<file path="config.mk">
export PLATFORM = sky130hd
export DESIGN_NAME = rsf_frame_handler
export DESIGN_NICKNAME = d
export VERILOG_FILES = /design/src/rsf_fifo.v /design/src/rsf_frame_handler.v
export VERILOG_INCLUDE_DIRS = /design/src
export SDC_FILE = /design/constraint.sdc
export NUM_CORES = 1
export LEC_CHECK = 0
export BUFFER_PORTS_ARGS = -buffer_cell sky130_fd_sc_hd__buf_4
export CORE_MARGIN = 3
export CORE_UTILIZATION = 45
export CTS_CLUSTER_DIAMETER = 120
export DETAILED_ROUTE_END_ITERATION = 16
export PLACE_DENSITY = 0.71
export SETUP_SLACK_MARGIN = 0.1
export SYNTH_ARGS = -nofsm -noshare
export SYNTH_HDL_FRONTEND = slang
export SYNTH_SLANG_ARGS = --single-unit
</file>
<file path="constraint.sdc">
create_clock -name clk -period 2.9 [get_ports clk]
set_clock_uncertainty 0.15 [all_clocks]
set_input_delay 0.145 -clock clk [delete_from_list [all_inputs] [get_ports clk]]
set_output_delay 0.145 -clock clk [all_outputs]
set_load 0.01 [all_outputs]
</file>
<file path="src/rsf_defs.vh">
`ifndef RSF_DEFS_VH
`define RSF_DEFS_VH
`define RSF_CRC_INIT     16'hffff
`define RSF_CRC_POLY     16'ha001
`define RSF_OP_READ      8'h03
`define RSF_OP_WRITE     8'h06
`define RSF_ADDR_BCAST   8'h00
`define RSF_ADDR_MAX     8'hf7
`define RSF_EXC_FLAG     8'h80
`define RSF_ERR_OPCODE   8'h01
`define RSF_ERR_ADDR     8'h02
`define RSF_ERR_DATA     8'h03
`define RSF_ERR_BUSY     8'h04
`define RSF_MAX_WORDS    16'h000c
`define RSF_RX_BYTES     4'h8
`define RSF_IDLE_TENTHS  35
`define RSF_CNT_W        24
`define RSF_FIFO_DEPTH   16
`define RSF_FIFO_AW      4
`endif

</file>
<file path="src/rsf_fifo.v">
`timescale 1ns/10ps
module rsf_fifo #(
  parameter WIDTH = 8,
  parameter DEPTH = 16,
  parameter AW    = 4
) (
  // Clock and reset
  input  wire             clk,
  input  wire             reset_n,
  // Fill side
  input  wire             inValid,
  output wire             inReady,
  input  wire [WIDTH-1:0] inData,
  // Drain side
  output wire             outValid,
  input  wire             outReady,
  output reg  [WIDTH-1:0] outData
);
  reg [WIDTH-1:0] mem [0:DEPTH-1];
  reg [AW-1:0]    wrPtr_r;
  reg [AW-1:0]    rdPtr_r;
  reg [AW:0]      count_r;
  wire            doWr;
  wire            doRd;

  assign inReady  = (count_r != DEPTH[AW:0]);
  assign outValid = (count_r != {(AW+1){1'b0}});
  assign doWr     = inValid & inReady;
  assign doRd     = outValid & outReady;

  always @* begin
    outData = mem[rdPtr_r];
  end

  always @(posedge clk) begin
    if (doWr) begin
      mem[wrPtr_r] <= inData;
    end
  end

  always @(posedge clk) begin
    if (!reset_n) begin
      wrPtr_r <= {AW{1'b0}};
      rdPtr_r <= {AW{1'b0}};
      count_r <= {(AW+1){1'b0}};
    end else begin
      if (doWr) begin
        wrPtr_r <= wrPtr_r + 1'b1;
      end
      if (doRd) begin
        rdPtr_r <= rdPtr_r + 1'b1;
      end
      if (doWr & ~doRd) begin
        count_r <= count_r + 1'b1;
      end else if (doRd & ~doWr) begin
        count_r <= count_r - 1'b1;
      end
    end
  end
endmodule // rsf_fifo

</file>
<file path="src/rsf_frame_handler.v">
// Notes on behaviour
// - Act only on own station address or broadcast zero; addresses 0..247.
// - Line idle over 3.5 character times starts a new frame.
// - Half duplex: receive always, drive only while sending a reply; only ST_RX takes bytes and the drive runs on through the closing gap.
// - Individually addressed requests that arrive intact always get a reply.
// - Broadcast requests are executed but never answered.
// - Only word read 0x03 and word write 0x06 are supported.
// - Request: address, opcode, word address, count or data, CRC.
// - Write changes one word; data follows the word address.
// - Faulty frames are dropped silently; bad requests or failed accesses get an error reply; here only failed writes do, a failed read word goes out as zero.
// - Error codes 01 opcode, 02 address, 03 data, 04 cannot process.
// - Trailing 16-bit CRC is checked; mismatch is a transmission error.
// - CRC preset to all ones, fed only with the data bits.
// - Per byte: xor in, eight right shifts, xor 0xa001 on carry.
// - CRC low byte goes out before high byte.
// - Frames are surrounded by at least 3.5 character times of silence.
`timescale 1ns/10ps
`include "rsf_defs.vh"
module rsf_frame_handler #(
  parameter [`RSF_CNT_W-1:0] CHAR_CYCLES = 24'd11459
) (
  // Clock and reset
  input  wire        clk,
  input  wire        reset_n,
  // Station setting
  input  wire [7:0]  stationAddr,
  // Received characters from the UART
  input  wire        rxValid,
  input  wire [7:0]  rxData,
  input  wire        rxError,
  input  wire        lineActive,
  // Transmit characters to the UART
  output wire        txValid,
  input  wire        txReady,
  output wire [7:0]  txData,
  input  wire        txBusy,
  output reg         driverOe_n,
  // Parameter access port
  output reg         accRead,
  output reg         accWrite,
  output reg  [15:0] accAddr,
  output reg  [15:0] accWrData,
  input  wire        accDone,
  input  wire        accFail,
  input  wire [7:0]  accErrCode,
  input  wire [15:0] accRdData,
  // Status pulses
  output reg         frameDropped,
  output reg         frameDone
);
  localparam [31:0] IDLE_FULL = (CHAR_CYCLES * `RSF_IDLE_TENTHS + 9) / 10;
  localparam [`RSF_CNT_W-1:0] IDLE_CYCLES = IDLE_FULL[`RSF_CNT_W-1:0];

  localparam [6:0] ST_RX   = 7'h01;
  localparam [6:0] ST_EXEC = 7'h02;
  localparam [6:0] ST_ACC  = 7'h04;
  localparam [6:0] ST_HDR  = 7'h08;
  localparam [6:0] ST_BODY = 7'h10;
  localparam [6:0] ST_CRC  = 7'h20;
  localparam [6:0] ST_GAP  = 7'h40;

  function [15:0] crcByte;
    input [15:0] crcIn;
    input [7:0]  dataIn;
    integer      i;
    reg   [15:0] c;
    begin
      c = crcIn ^ {8'h00, dataIn};
      for (i = 0; i < 8; i = i + 1) begin
        if (c[0]) begin
          c = (c >> 1) ^ `RSF_CRC_POLY;
        end else begin
          c = c >> 1;
        end
      end
      crcByte = c;
    end
  endfunction

  // Pin-side status synchronised
  reg        actS1_r, actS2_r, bsyS1_r, bsyS2_r;
  reg [6:0]  state_r;
  reg [`RSF_CNT_W-1:0] idleCnt_r;
  reg        idleSeen_r;
  reg [7:0]  rxBuf_r [0:7];
  reg [3:0]  rxCnt_r;
  reg        rxBad_r;
  reg [15:0] rxCrc_r;
  reg [15:0] rxCrcPrev_r;
  reg [15:0] rxCrcPrev2_r;
  reg [7:0]  errCode_r;
  reg [15:0] wordsLeft_r;
  reg [4:0]  hdrIdx_r;
  reg [15:0] txCrc_r;
  reg        crcHi_r;
  reg [7:0]  txByte_r;
  reg        txPend_r;
  reg        bcast_r;
  reg        accBusy_r;
  wire [15:0] rxWord2  = {rxBuf_r[2], rxBuf_r[3]};
  wire [15:0] rxWord4  = {rxBuf_r[4], rxBuf_r[5]};
  wire [15:0] rxCrcIn  = {rxBuf_r[7], rxBuf_r[6]};
  wire        idleNow  = (idleCnt_r >= IDLE_CYCLES);
  wire        addrMine = (rxBuf_r[0] == stationAddr) &&
                         (stationAddr != `RSF_ADDR_BCAST) &&
                         (stationAddr <= `RSF_ADDR_MAX);
  wire        addrBc   = (rxBuf_r[0] == `RSF_ADDR_BCAST);

  // Reply bytes queue ahead of the UART so access latency never gaps them
  wire        fifoInReady;
  wire        fifoPush = txPend_r & fifoInReady;

  rsf_fifo #(
    .WIDTH (8),
    .DEPTH (`RSF_FIFO_DEPTH),
    .AW    (`RSF_FIFO_AW)
  ) u_txFifo (
    .clk      (clk),
    .reset_n  (reset_n),
    .inValid  (txPend_r),
    .inReady  (fifoInReady),
    .inData   (txByte_r),
    .outValid (txValid),
    .outReady (txReady),
    .outData  (txData)
  );

  always @(posedge clk) begin
    if (!reset_n) begin
      actS1_r <= 1'b0;
      actS2_r <= 1'b0;
      bsyS1_r <= 1'b0;
      bsyS2_r <= 1'b0;
    end else begin
      actS1_r <= lineActive;
      actS2_r <= actS1_r;
      bsyS1_r <= txBusy;
      bsyS2_r <= bsyS1_r;
    end
  end

  // Idle timer restarts on any line activity
  always @(posedge clk) begin
    if (!reset_n) begin
      idleCnt_r <= {`RSF_CNT_W{1'b0}};
    end else if (actS2_r || rxValid || bsyS2_r || txValid) begin
      idleCnt_r <= {`RSF_CNT_W{1'b0}};
    end else if (!idleNow) begin
      idleCnt_r <= idleCnt_r + 1'b1;
    end
  end

  always @(posedge clk) begin
    if (!reset_n) begin
      state_r      <= ST_RX;
      idleSeen_r   <= 1'b0;
      rxCnt_r      <= 4'h0;
      rxBad_r      <= 1'b0;
      rxCrc_r      <= `RSF_CRC_INIT;
      rxCrcPrev_r  <= `RSF_CRC_INIT;
      rxCrcPrev2_r <= `RSF_CRC_INIT;
      errCode_r    <= 8'h00;
      wordsLeft_r  <= 16'h0000;
      hdrIdx_r     <= 5'h00;
      txCrc_r      <= `RSF_CRC_INIT;
      crcHi_r      <= 1'b0;
      txByte_r     <= 8'h00;
      txPend_r     <= 1'b0;
      bcast_r      <= 1'b0;
      accBusy_r    <= 1'b0;
      driverOe_n   <= 1'b1;
      accRead      <= 1'b0;
      accWrite     <= 1'b0;
      accAddr      <= 16'h0000;
      accWrData    <= 16'h0000;
      frameDropped <= 1'b0;
      frameDone    <= 1'b0;
    end else begin
      frameDropped <= 1'b0;
      frameDone    <= 1'b0;
      accRead      <= 1'b0;
      accWrite     <= 1'b0;
      if (fifoPush) begin
        txPend_r <= 1'b0;
        txCrc_r  <= crcHi_r ? txCrc_r : crcByte(txCrc_r, txByte_r);
      end
      case (state_r)
        ST_RX: begin
          driverOe_n <= 1'b1;
          if (rxValid) begin
            if (idleSeen_r) begin
              idleSeen_r <= 1'b0;
              rxBuf_r[0] <= rxData;
              rxCnt_r    <= 4'h1;
              rxBad_r    <= rxError;
              rxCrc_r    <= crcByte(`RSF_CRC_INIT, rxData);
              rxCrcPrev_r  <= `RSF_CRC_INIT;
              rxCrcPrev2_r <= `RSF_CRC_INIT;
            end else if (rxCnt_r != 4'h0) begin
              if (rxCnt_r < `RSF_RX_BYTES) begin
                rxBuf_r[rxCnt_r[2:0]] <= rxData;
                rxCnt_r <= rxCnt_r + 1'b1;
              end
              rxBad_r      <= rxBad_r | rxError | (rxCnt_r >= `RSF_RX_BYTES);
              rxCrcPrev2_r <= rxCrcPrev_r;
              rxCrcPrev_r  <= rxCrc_r;
              rxCrc_r      <= crcByte(rxCrc_r, rxData);
            end
          end else if (idleNow && !idleSeen_r) begin
            idleSeen_r <= 1'b1;
            if (rxCnt_r != 4'h0) begin
              rxCnt_r <= 4'h0;
              state_r <= ST_EXEC;
            end
          end
        end
        ST_EXEC: begin
          bcast_r   <= addrBc;
          errCode_r <= 8'h00;
          hdrIdx_r  <= 5'h00;
          txCrc_r   <= `RSF_CRC_INIT;
          crcHi_r   <= 1'b0;
          accAddr   <= rxWord2;
          accWrData <= rxWord4;
          wordsLeft_r <= rxWord4;
          if (!(addrMine || addrBc) || rxBad_r ||
              rxCrcPrev2_r != rxCrcIn) begin
            frameDropped <= 1'b1;
            state_r      <= ST_RX;
          end else if (rxBuf_r[1] != `RSF_OP_READ &&
                       rxBuf_r[1] != `RSF_OP_WRITE) begin
            errCode_r <= `RSF_ERR_OPCODE;
            state_r   <= ST_HDR;
          end else if (rxBuf_r[1] == `RSF_OP_READ &&
                       (rxWord4 == 16'h0000 ||
                        rxWord4 > `RSF_MAX_WORDS)) begin
            errCode_r <= `RSF_ERR_DATA;
            state_r   <= ST_HDR;
          end else if (rxBuf_r[1] == `RSF_OP_WRITE) begin
            accWrite <= 1'b1;
            state_r  <= ST_ACC;
          end else begin
            state_r <= ST_HDR;
          end
        end
        ST_ACC: begin
          if (accDone) begin
            if (accFail) begin
              errCode_r <= (accErrCode == 8'h00) ?
                           `RSF_ERR_BUSY : accErrCode;
            end
            state_r <= ST_HDR;
          end
        end
        ST_HDR: begin
          if (bcast_r) begin
            frameDone <= 1'b1;
            state_r   <= ST_RX;
          end else if (!txPend_r || fifoPush) begin
            driverOe_n <= 1'b0;
            txPend_r   <= 1'b1;
            hdrIdx_r   <= hdrIdx_r + 1'b1;
            if (errCode_r != 8'h00) begin
              case (hdrIdx_r)
                5'h00:   txByte_r <= rxBuf_r[0];
                5'h01:   txByte_r <= rxBuf_r[1] | `RSF_EXC_FLAG;
                default: txByte_r <= errCode_r;
              endcase
              if (hdrIdx_r == 5'h02) begin
                state_r <= ST_CRC;
              end
            end else if (rxBuf_r[1] == `RSF_OP_WRITE) begin
              txByte_r <= rxBuf_r[hdrIdx_r[2:0]];
              if (hdrIdx_r == 5'h05) begin
                state_r <= ST_CRC;
              end
            end else begin
              case (hdrIdx_r)
                5'h00:   txByte_r <= rxBuf_r[0];
                5'h01:   txByte_r <= rxBuf_r[1];
                default: txByte_r <= {wordsLeft_r[6:0], 1'b0};
              endcase
              if (hdrIdx_r == 5'h02) begin
                state_r <= ST_BODY;
              end
            end
          end
        end
        ST_BODY: begin
          if (accDone) begin
            // A failed word mid-reply cannot be recalled; it reads as zero
            accBusy_r <= 1'b0;
            txPend_r  <= 1'b1;
            hdrIdx_r  <= hdrIdx_r + 1'b1;
            if (hdrIdx_r[0]) begin
              txByte_r <= accFail ? 8'h00 : accRdData[15:8];
            end else begin
              txByte_r    <= accFail ? 8'h00 : accRdData[7:0];
              accAddr     <= accAddr + 16'h0001;
              wordsLeft_r <= wordsLeft_r - 16'h0001;
              if (wordsLeft_r == 16'h0001) begin
                state_r <= ST_CRC;
              end
            end
          end else if (!txPend_r && !accBusy_r) begin
            accBusy_r <= 1'b1;
            accRead   <= 1'b1;
          end
        end
        ST_CRC: begin
          if (!txPend_r) begin
            txPend_r <= 1'b1;
            if (!crcHi_r) begin
              txByte_r <= txCrc_r[7:0];
              crcHi_r  <= 1'b1;
            end else begin
              txByte_r <= txCrc_r[15:8];
              state_r  <= ST_GAP;
            end
          end
        end
        ST_GAP: begin
          if (!txPend_r && !txValid && !bsyS2_r && idleNow) begin
            driverOe_n <= 1'b1;
            frameDone  <= 1'b1;
            idleSeen_r <= 1'b1;
            state_r    <= ST_RX;
          end
        end
        default: state_r <= ST_RX;
      endcase
    end
  end
endmodule // rsf_frame_handler

</file>
Word level (Yosys, flattened, before mapping)
Memories as Yosys holds them, arrays and structs flattened. A register that Yosys moved wholly into a read port is not among the register bits.
Index checks and enable logic that the tools add are counted.
{"block": "word_totals", "reg_bits": 196, "ram_bits": 192, "in_bits": 49, "out_inout_bits": 46, "elab_cells": 397, "mem_count": 2}
{"block": "op_classes", "addsub": 9, "n_lt_le_gt_ge": 5, "eq_ne": 37, "muxes": 213, "bitwise_logic": 39, "n_reduce_logical": 61}
{"memory": "u_txFifo.mem", "depth": 16, "word_bits": 8, "rd": 1, "rd_ports_with_merged_regs": 1, "write_ports": 1, "line": "rsf_fifo.v:19", "text": "reg [WIDTH-1:0] mem [0:DEPTH-1];"}
{"memory": "rxBuf_r", "depth": 8, "word_bits": 8, "rd": 9, "rd_ports_with_merged_regs": 1, "write_ports": 1, "line": "rsf_frame_handler.v:85", "text": "reg [7:0] rxBuf_r [0:7];"}
{"op": "$mux 16", "count": 111}
{"op": "$mux 7", "count": 17}
{"op": "$mux 8", "count": 14}
{"op": "$not 2->3", "count": 24}
{"op": "$pmux 16 s2", "count": 2}
{"op": "$pmux 7 s7", "count": 1}
{"op": "$mux 4", "count": 12}
{"op": "$pmux 8 s2", "count": 3}
{"op": "$mux 1", "count": 35}
{"op": "$xor 16x8->16", "count": 2}
{"op": "$ne 2x2->1 const B", "count": 13}
{"op": "$mux 5", "count": 5}
{"op": "$add 24x1->24 const B", "count": 1}
{"op": "$ge 24x16->1 const B", "count": 1}
{"op": "$pmux 8 s3", "count": 1}
{"op": "$reduce_bool 2->1", "count": 9}
{"op": "$add 16x1->16 const B", "count": 1}
{"op": "$eq 16x1->1 const B", "count": 1}
{"op": "$gt 16x4->1 const B", "count": 1}
{"op": "$logic_not 16->1", "count": 1}
{"op": "$logic_not 8->1", "count": 2}
{"op": "$ne 16x16->1", "count": 1}
{"op": "$not 8->16", "count": 1}
{"op": "$reduce_bool 8->1", "count": 2}
{"op": "other kinds (50)", "count": 103}

Depth between registers and ports, before layout
{"block": "depth", "ltp_word": 54, "mapped_depth": 12, "mapped_depth_nobuf": 12}

By module
From an unflattened synthesis, not the netlist that was laid out.
{"block": "unflattened", "hier_cells": 1525, "area_unflattened_um2": 17212.8}
{"module": "rsf_frame_handler", "instances": 1, "cells_each": 1219, "area_per_inst_um2": 11462.2, "seq_area_each_um2": 5445.2}
{"module": "rsf_fifo", "instances": 1, "cells_each": 306, "area_per_inst_um2": 5750.5, "seq_area_each_um2": 4184.0}

Worst setup path before layout
Ideal clock, no wire load.
{"block": "synth_timing", "path_kind": "reg2reg", "start": "reg state_r[3]", "end": "mem rxBuf_r[0][0], enable pin", "setup_time_ns": 0.387, "arrival_time_ns": 2.518, "required_ns": 2.363, "slack_ns": -0.154, "stages_incl_launch_ff": 9, "n_path_buf": 2, "synth_period_minus_slack_ns": 3.054, "cell_sequence": "dfxtp_1 -> or4_1 -> buf_2 -> nor2_1 -> and3_1 -> buf_2 -> nand4_1 -> or2_1 -> o31ai_1"}
{"block": "synth_via", "elab_chain_len": 6, "word_cells_on_any_way": 10, "classes_between": "eq/ne (1); mux (8); reduce/logical (1)"}
{"element": "start: declaration", "line": "rsf_frame_handler.v:82", "text": "reg [6:0] state_r;"}
{"element": "start signal: assignment", "line": "rsf_frame_handler.v:155", "text": "state_r <= ST_RX;"}
{"element": "start signal: assignment", "line": "rsf_frame_handler.v:213", "text": "state_r <= ST_EXEC;"}
{"element": "start signal: assignment", "line": "rsf_frame_handler.v:229", "text": "state_r <= ST_RX;"}
{"element": "$eq 7x1->1 (*)", "line": "rsf_frame_handler.v:187", "text": "case (state_r)"}
{"element": "$mux 1", "line": "rsf_frame_handler.v:187"}
{"element": "$mux 1", "line": "rsf_frame_handler.v:154", "text": "if (!reset_n) begin"}
{"element": "$mux 1 (implied by the code)", "line": "rsf_frame_handler.v:201", "text": "rxBuf_r[rxCnt_r[2:0]] <= rxData;"}
{"element": "$reduce_or 8->1 (no line)"}
{"element": "$mux 3 (no line) or $mux 1 (tied branches)"}
{"element": "end: declaration", "line": "rsf_frame_handler.v:85"}
Mark *: on every way between the ends. The rest lies on a longest branch, timed or not.

Final worst setup path
{"block": "layout_timing", "start": "reg state_r[5]", "end": "reg accAddr[9]"}
{"block": "layout_via", "elab_chain_len": 3, "word_cells_on_any_way": 7, "classes_between": "eq/ne (4); mux (1); reduce/logical (2)"}
{"element": "$eq 7x5->1 or $eq 7x2->1 (tied branches)", "line": "rsf_frame_handler.v:187"}
{"element": "$ne 2x2->1 (no line) or $reduce_bool 2->1 (tied branches)"}
{"element": "$reduce_and 3->1 (no line)"}
{"element": "end signal: assignment", "line": "rsf_frame_handler.v:223", "text": "accAddr <= rxWord2;"}
{"element": "end signal: assignment", "line": "rsf_frame_handler.v:299", "text": "accAddr <= accAddr + 16'h0001;"}
{"element": "end: declaration", "line": "rsf_frame_handler.v:41", "text": "output reg [15:0] accAddr,"}
Several ways; a longest one is shown, not always the timed one.
A chain may end at the register's enable or synchronous reset.

==> out/summary.log <==
qor: outcome.run_status finished, final reports clean
qor: global_routing.first_global_vias 12400
qor: sta.final-hold-violation-count 0
qor: layout.nets 1720
qor: run.drv.max_cap_violation_count 0
qor: sta.final-max-slew-violation-count 0
qor: yosys.syn-instance-count 1498
qor: sta.fin_setup_tns 0 ps
qor: placement.io_buffer_count 94
qor: yosys.synth_area_per_cell 11.5 sq um
qor: cts.clock_tree.buffer_depth 3
qor: drt.wl_met3 2.80 mm
qor: yosys.dominant_combinational_cell_family_by_area_after_synthesis simple AND/OR/NAND/NOR gates
qor: yosys.synth_xor_area_share 5.79%
qor: drt.routed_wire_length_per_instance 20.8 um
qor: cts.htree_num_levels 2
qor: yosys.synth.area.mux_share 8.75%
qor: drt.drc_markers 0
qor: power.cellPowerDensity 602 nW/um^2
qor: worst_hold_path.min-delay-path-class in -> reg
qor: worst_setup_path.rrSetupSlack 170 ps
qor: yosys.synth.most_common_cell sky130_fd_sc_hd__dfxtp_1
qor: drt.drt_pre_antenna_iters 7
qor: yosys.synth-seq-cells 385
qor: yosys.synth.largest_area_cell sky130_fd_sc_hd__edfxtp_1
qor: worst_setup_path.cp-start-kind flop
qor: cts.cts_inserted_buffers 41
qor: layout.layout-area-overhead-vs-synth 19.1%
qor: cts.worst_skew_pair.late_latency 560 ps
qor: yosys.post-synth-top-area-fraction 33.6%
qor: floorplanning.chipHeight 201 um
qor: sta.period_minus_ws_final 2730 ps
qor: global_routing.grt_first_pass_wirelength 71.1 mm
qor: cts.clock-root-buffer sky130_fd_sc_hd__clkbuf_16
qor: drt.met2_length 23.0 mm
qor: layout.final_layout_size_suffix_gt1_share 19.1%
qor: yosys.syn_nets 1567
qor: worst_setup_path.timing.critical_path.to_type flop
qor: worst_setup_path.path_max_fanout 50
qor: yosys.yosys.area_share.simple 13.7%
qor: cts.cts.reportedPaths.clkPinSlew 60 ps
qor: yosys.synth_sequential_area_ratio 56.1%
qor: worst_setup_path.series_of_cell_instances_along_the_critical_path or4_1, or4_2, buf_6, a22oi_1, nor2_1, a21oi_1, nor2_1
qor: sta.fmax 0.366 GHz
qor: yosys.yosys.area_share.adder 1.50%
qor: yosys.async_reset_ff_share 0%
qor: yosys.mappedNetlistArea 17200 sq um
qor: global_routing.global_route.usage.total 22.1%
qor: global_routing.grt_antenna_before_repair 0
qor: placement.globalplace.congestion 0.955
qor: worst_setup_path.crit_type reg -> reg
qor: layout.antenna_cell_count 0
qor: yosys.ys_dominant_reg_cell sky130_fd_sc_hd__dfxtp_1
qor: sta.timing.slew.headroom 21.2%
qor: yosys.edff_count_synth 192
qor: yosys.yosys.cell_types.count 80
qor: cts.cts_tree built
qor: worst_setup_path.path_common_cell sky130_fd_sc_hd__nor2_1
qor: floorplanning.standard_cell_row_count 70
qor: placement.detailed_place_hpwl 30.6 mm
qor: drt.vias_per_cell 5.80
qor: drt.drt_iter0_drc 1155
qor: global_routing.total_congestion_overflow_after_global_routing 0
qor: cts.tritoncts_num_sinks 385
qor: worst_setup_path.required 3170 ps
qor: drt.wirelength 45.5 mm
qor: power.irDropWorstVdd 0.441 mV
qor: sta.grt_setup_unrepaired true
qor: floorplanning.die_width 201 um
qor: power.total_leakage_power 7.42 nW
qor: worst_setup_path.crit_arrival 3000 ps
qor: yosys.ys.warnings.count 0
qor: drt.detail_route.wirelength.met1 18.3 mm
qor: drt.routed-via-count 12700
qor: sta.setup_violations 0
qor: worst_setup_path.crit_path_max_incr_delay 720 ps
qor: layout.share_of_the_core_filled_with_cells_in_the_final_layout 55.1%
qor: power.total_power 0.0123 W
qor: global_routing.grt_start_max_net_pins 71
qor: worst_setup_path.slowest_library_cell_on_the_worst_path sky130_fd_sc_hd__or4_2
qor: yosys.synth_compound_area_share 11.6%
qor: drt.detail_route_antenna_nets 0
qor: sta.timing.final.crit_share 94.2%
qor: yosys.post_synth_most_frequent_cells 193 x sky130_fd_sc_hd__dfxtp_1, 192 x sky130_fd_sc_hd__edfxtp_1, 161 x sky130_fd_sc_hd__nand2_1, 128 x sky130_fd_sc_hd__nor2_1, 95 x sky130_fd_sc_hd__a21oi_1
qor: floorplanning.core_area 37100 sq um
qor: floorplanning.design.die.area 40500 sq um
qor: yosys.netlist_top_cells_area sky130_fd_sc_hd__edfxtp_1 34%, sky130_fd_sc_hd__dfxtp_1 23%, sky130_fd_sc_hd__mux4_2 7.3%, sky130_fd_sc_hd__nand2_1 3.5%, sky130_fd_sc_hd__xnor2_1 3.0%
qor: floorplanning.initial_core_util 46.2%
qor: floorplanning.io_count 95
qor: drt.top_layer met4
qor: sta.worst-slew-pin-transition 1180 ps
## worst max-delay path: cells and delay by family, from the launching register on
kind / cells / cell delay [ps]
AOI/OAI and AO/OA: 2 / 390
DFF: 1 / 350
and+or+nand+nor: 4 / 1400
buffers and inverters: 1 / 290
## power by group
part           internal (W)  switching (W)  total (W)
combinational      0.000723       0.000730    0.00145
clock               0.00288        0.00215    0.00503
sequential          0.00574      0.0000854    0.00583
## worst paths after layout
path,startpoint,to,cells past startpoint
max,state_r[5]$_SDFFE_PN0P_,accAddr[9]$_SDFFE_PN0P_,7
min,accRdData[8],txByte_r[0]$_SDFFE_PN0P_,5
max reg2reg,state_r[5]$_SDFFE_PN0P_,accAddr[9]$_SDFFE_PN0P_,7
min reg2reg,bsyS1_r$_SDFF_PN0_,bsyS2_r$_SDFF_PN0_,1
## kinds of logic (layout without fill, tap and decap cells)
family,count (synthesis),after routing
mux,80,80
fa+ha+maj,20,20
buf+inv,111,295
simple gates,489,489
compound gates,306,306
xor+xnor,107,107
flops,385,385
## placed cells by master (no fill, tap or decap), types with 6 or more instances in the layout
master | synthesis | final
sky130_fd_sc_hd__dfxtp_1 | 193 | 192
sky130_fd_sc_hd__edfxtp_1 | 192 | 192
sky130_fd_sc_hd__nand2_1 | 161 | 161
sky130_fd_sc_hd__buf_4 | 1 | 161
sky130_fd_sc_hd__nor2_1 | 128 | 127
sky130_fd_sc_hd__a21oi_1 | 95 | 93
sky130_fd_sc_hd__xnor2_1 | 59 | 59
sky130_fd_sc_hd__mux4_2 | 56 | 56
sky130_fd_sc_hd__o21ai_0 | 51 | 51
sky130_fd_sc_hd__xor2_1 | 44 | 44
sky130_fd_sc_hd__clkbuf_16 | 0 | 43
sky130_fd_sc_hd__o22ai_1 | 41 | 41
sky130_fd_sc_hd__nand3_1 | 38 | 38
sky130_fd_sc_hd__nor3_1 | 33 | 31
sky130_fd_sc_hd__dlygate4sd3_1 | 0 | 30
sky130_fd_sc_hd__nor4_1 | 29 | 28
sky130_fd_sc_hd__mux2i_1 | 24 | 24
sky130_fd_sc_hd__inv_1 | 22 | 22
sky130_fd_sc_hd__o211ai_1 | 22 | 22
sky130_fd_sc_hd__ha_1 | 19 | 19
sky130_fd_sc_hd__and2_1 | 17 | 17
sky130_fd_sc_hd__a211oi_1 | 14 | 14
sky130_fd_sc_hd__a31oi_1 | 13 | 13
sky130_fd_sc_hd__nor2b_1 | 12 | 12
sky130_fd_sc_hd__a22oi_1 | 11 | 11
sky130_fd_sc_hd__nand2b_1 | 10 | 10
sky130_fd_sc_hd__clkbuf_1 | 64 | 10
sky130_fd_sc_hd__nand4_1 | 9 | 9
sky130_fd_sc_hd__and3_1 | 9 | 8
sky130_fd_sc_hd__nand4b_1 | 6 | 6
sky130_fd_sc_hd__clkinv_2 | 0 | 6
## area by class of cell
class,count,area (sq um)
fill,3118,16700
inverter,23,86.3
tap,504,631
sequential,385,9630
clock inverter,21,189
clock buffer,53,1100
multi-input combinational,1002,7170
timing repair buffer,198,1650
## sequential cells by signal, indices dropped and copies added, names as in the netlist, 4 cells and up, named ones only
name / flops
wordsLeft_r: 16
state_r: 7
accWrData: 16
u_txFifo.wrPtr_r: 4
rxCrcPrev_r: 11
idleCnt_r: 24
txByte_r: 8
rxBuf_r: 64
rxCrc_r: 16
rxCnt_r: 4
rxCrcPrev2_r: 11
u_txFifo.rdPtr_r: 4
txCrc_r: 16
errCode_r: 8
hdrIdx_r: 5
u_txFifo.mem: 128
accAddr: 16
u_txFifo.count_r: 5
## metal layers
layer	vias up	GRT usage [%]
li1	5866	-
met1	6249	28.8
met2	485	38.2
met3	89	3.22
met4	0	7.15
met5	-	0
## stage by stage
step / hold WS [ps] / std cells / area (sq um) / worst slack, ps
finish: 28.3 / 2186 / 20500 / 167
global route: 47.4 / 2186 / 20500 / 31.8
CTS: 3.76 / 2183 / 20400 / 109
detailed placement: 216 / 2079 / 18800 / 110
global placement: 211 / 2079 / 18800 / 173
floorplan: 74.3 / 1498 / 17200 / 108
## what timing repair did
action	CTS	global route
resized for setup	0	8
setup endpoints to repair	0	36
setup buffers	0	2
endpoints found under the hold margin	138	0
hold buffers	30	0
Note: power is estimated with default switching activity, not from simulation.
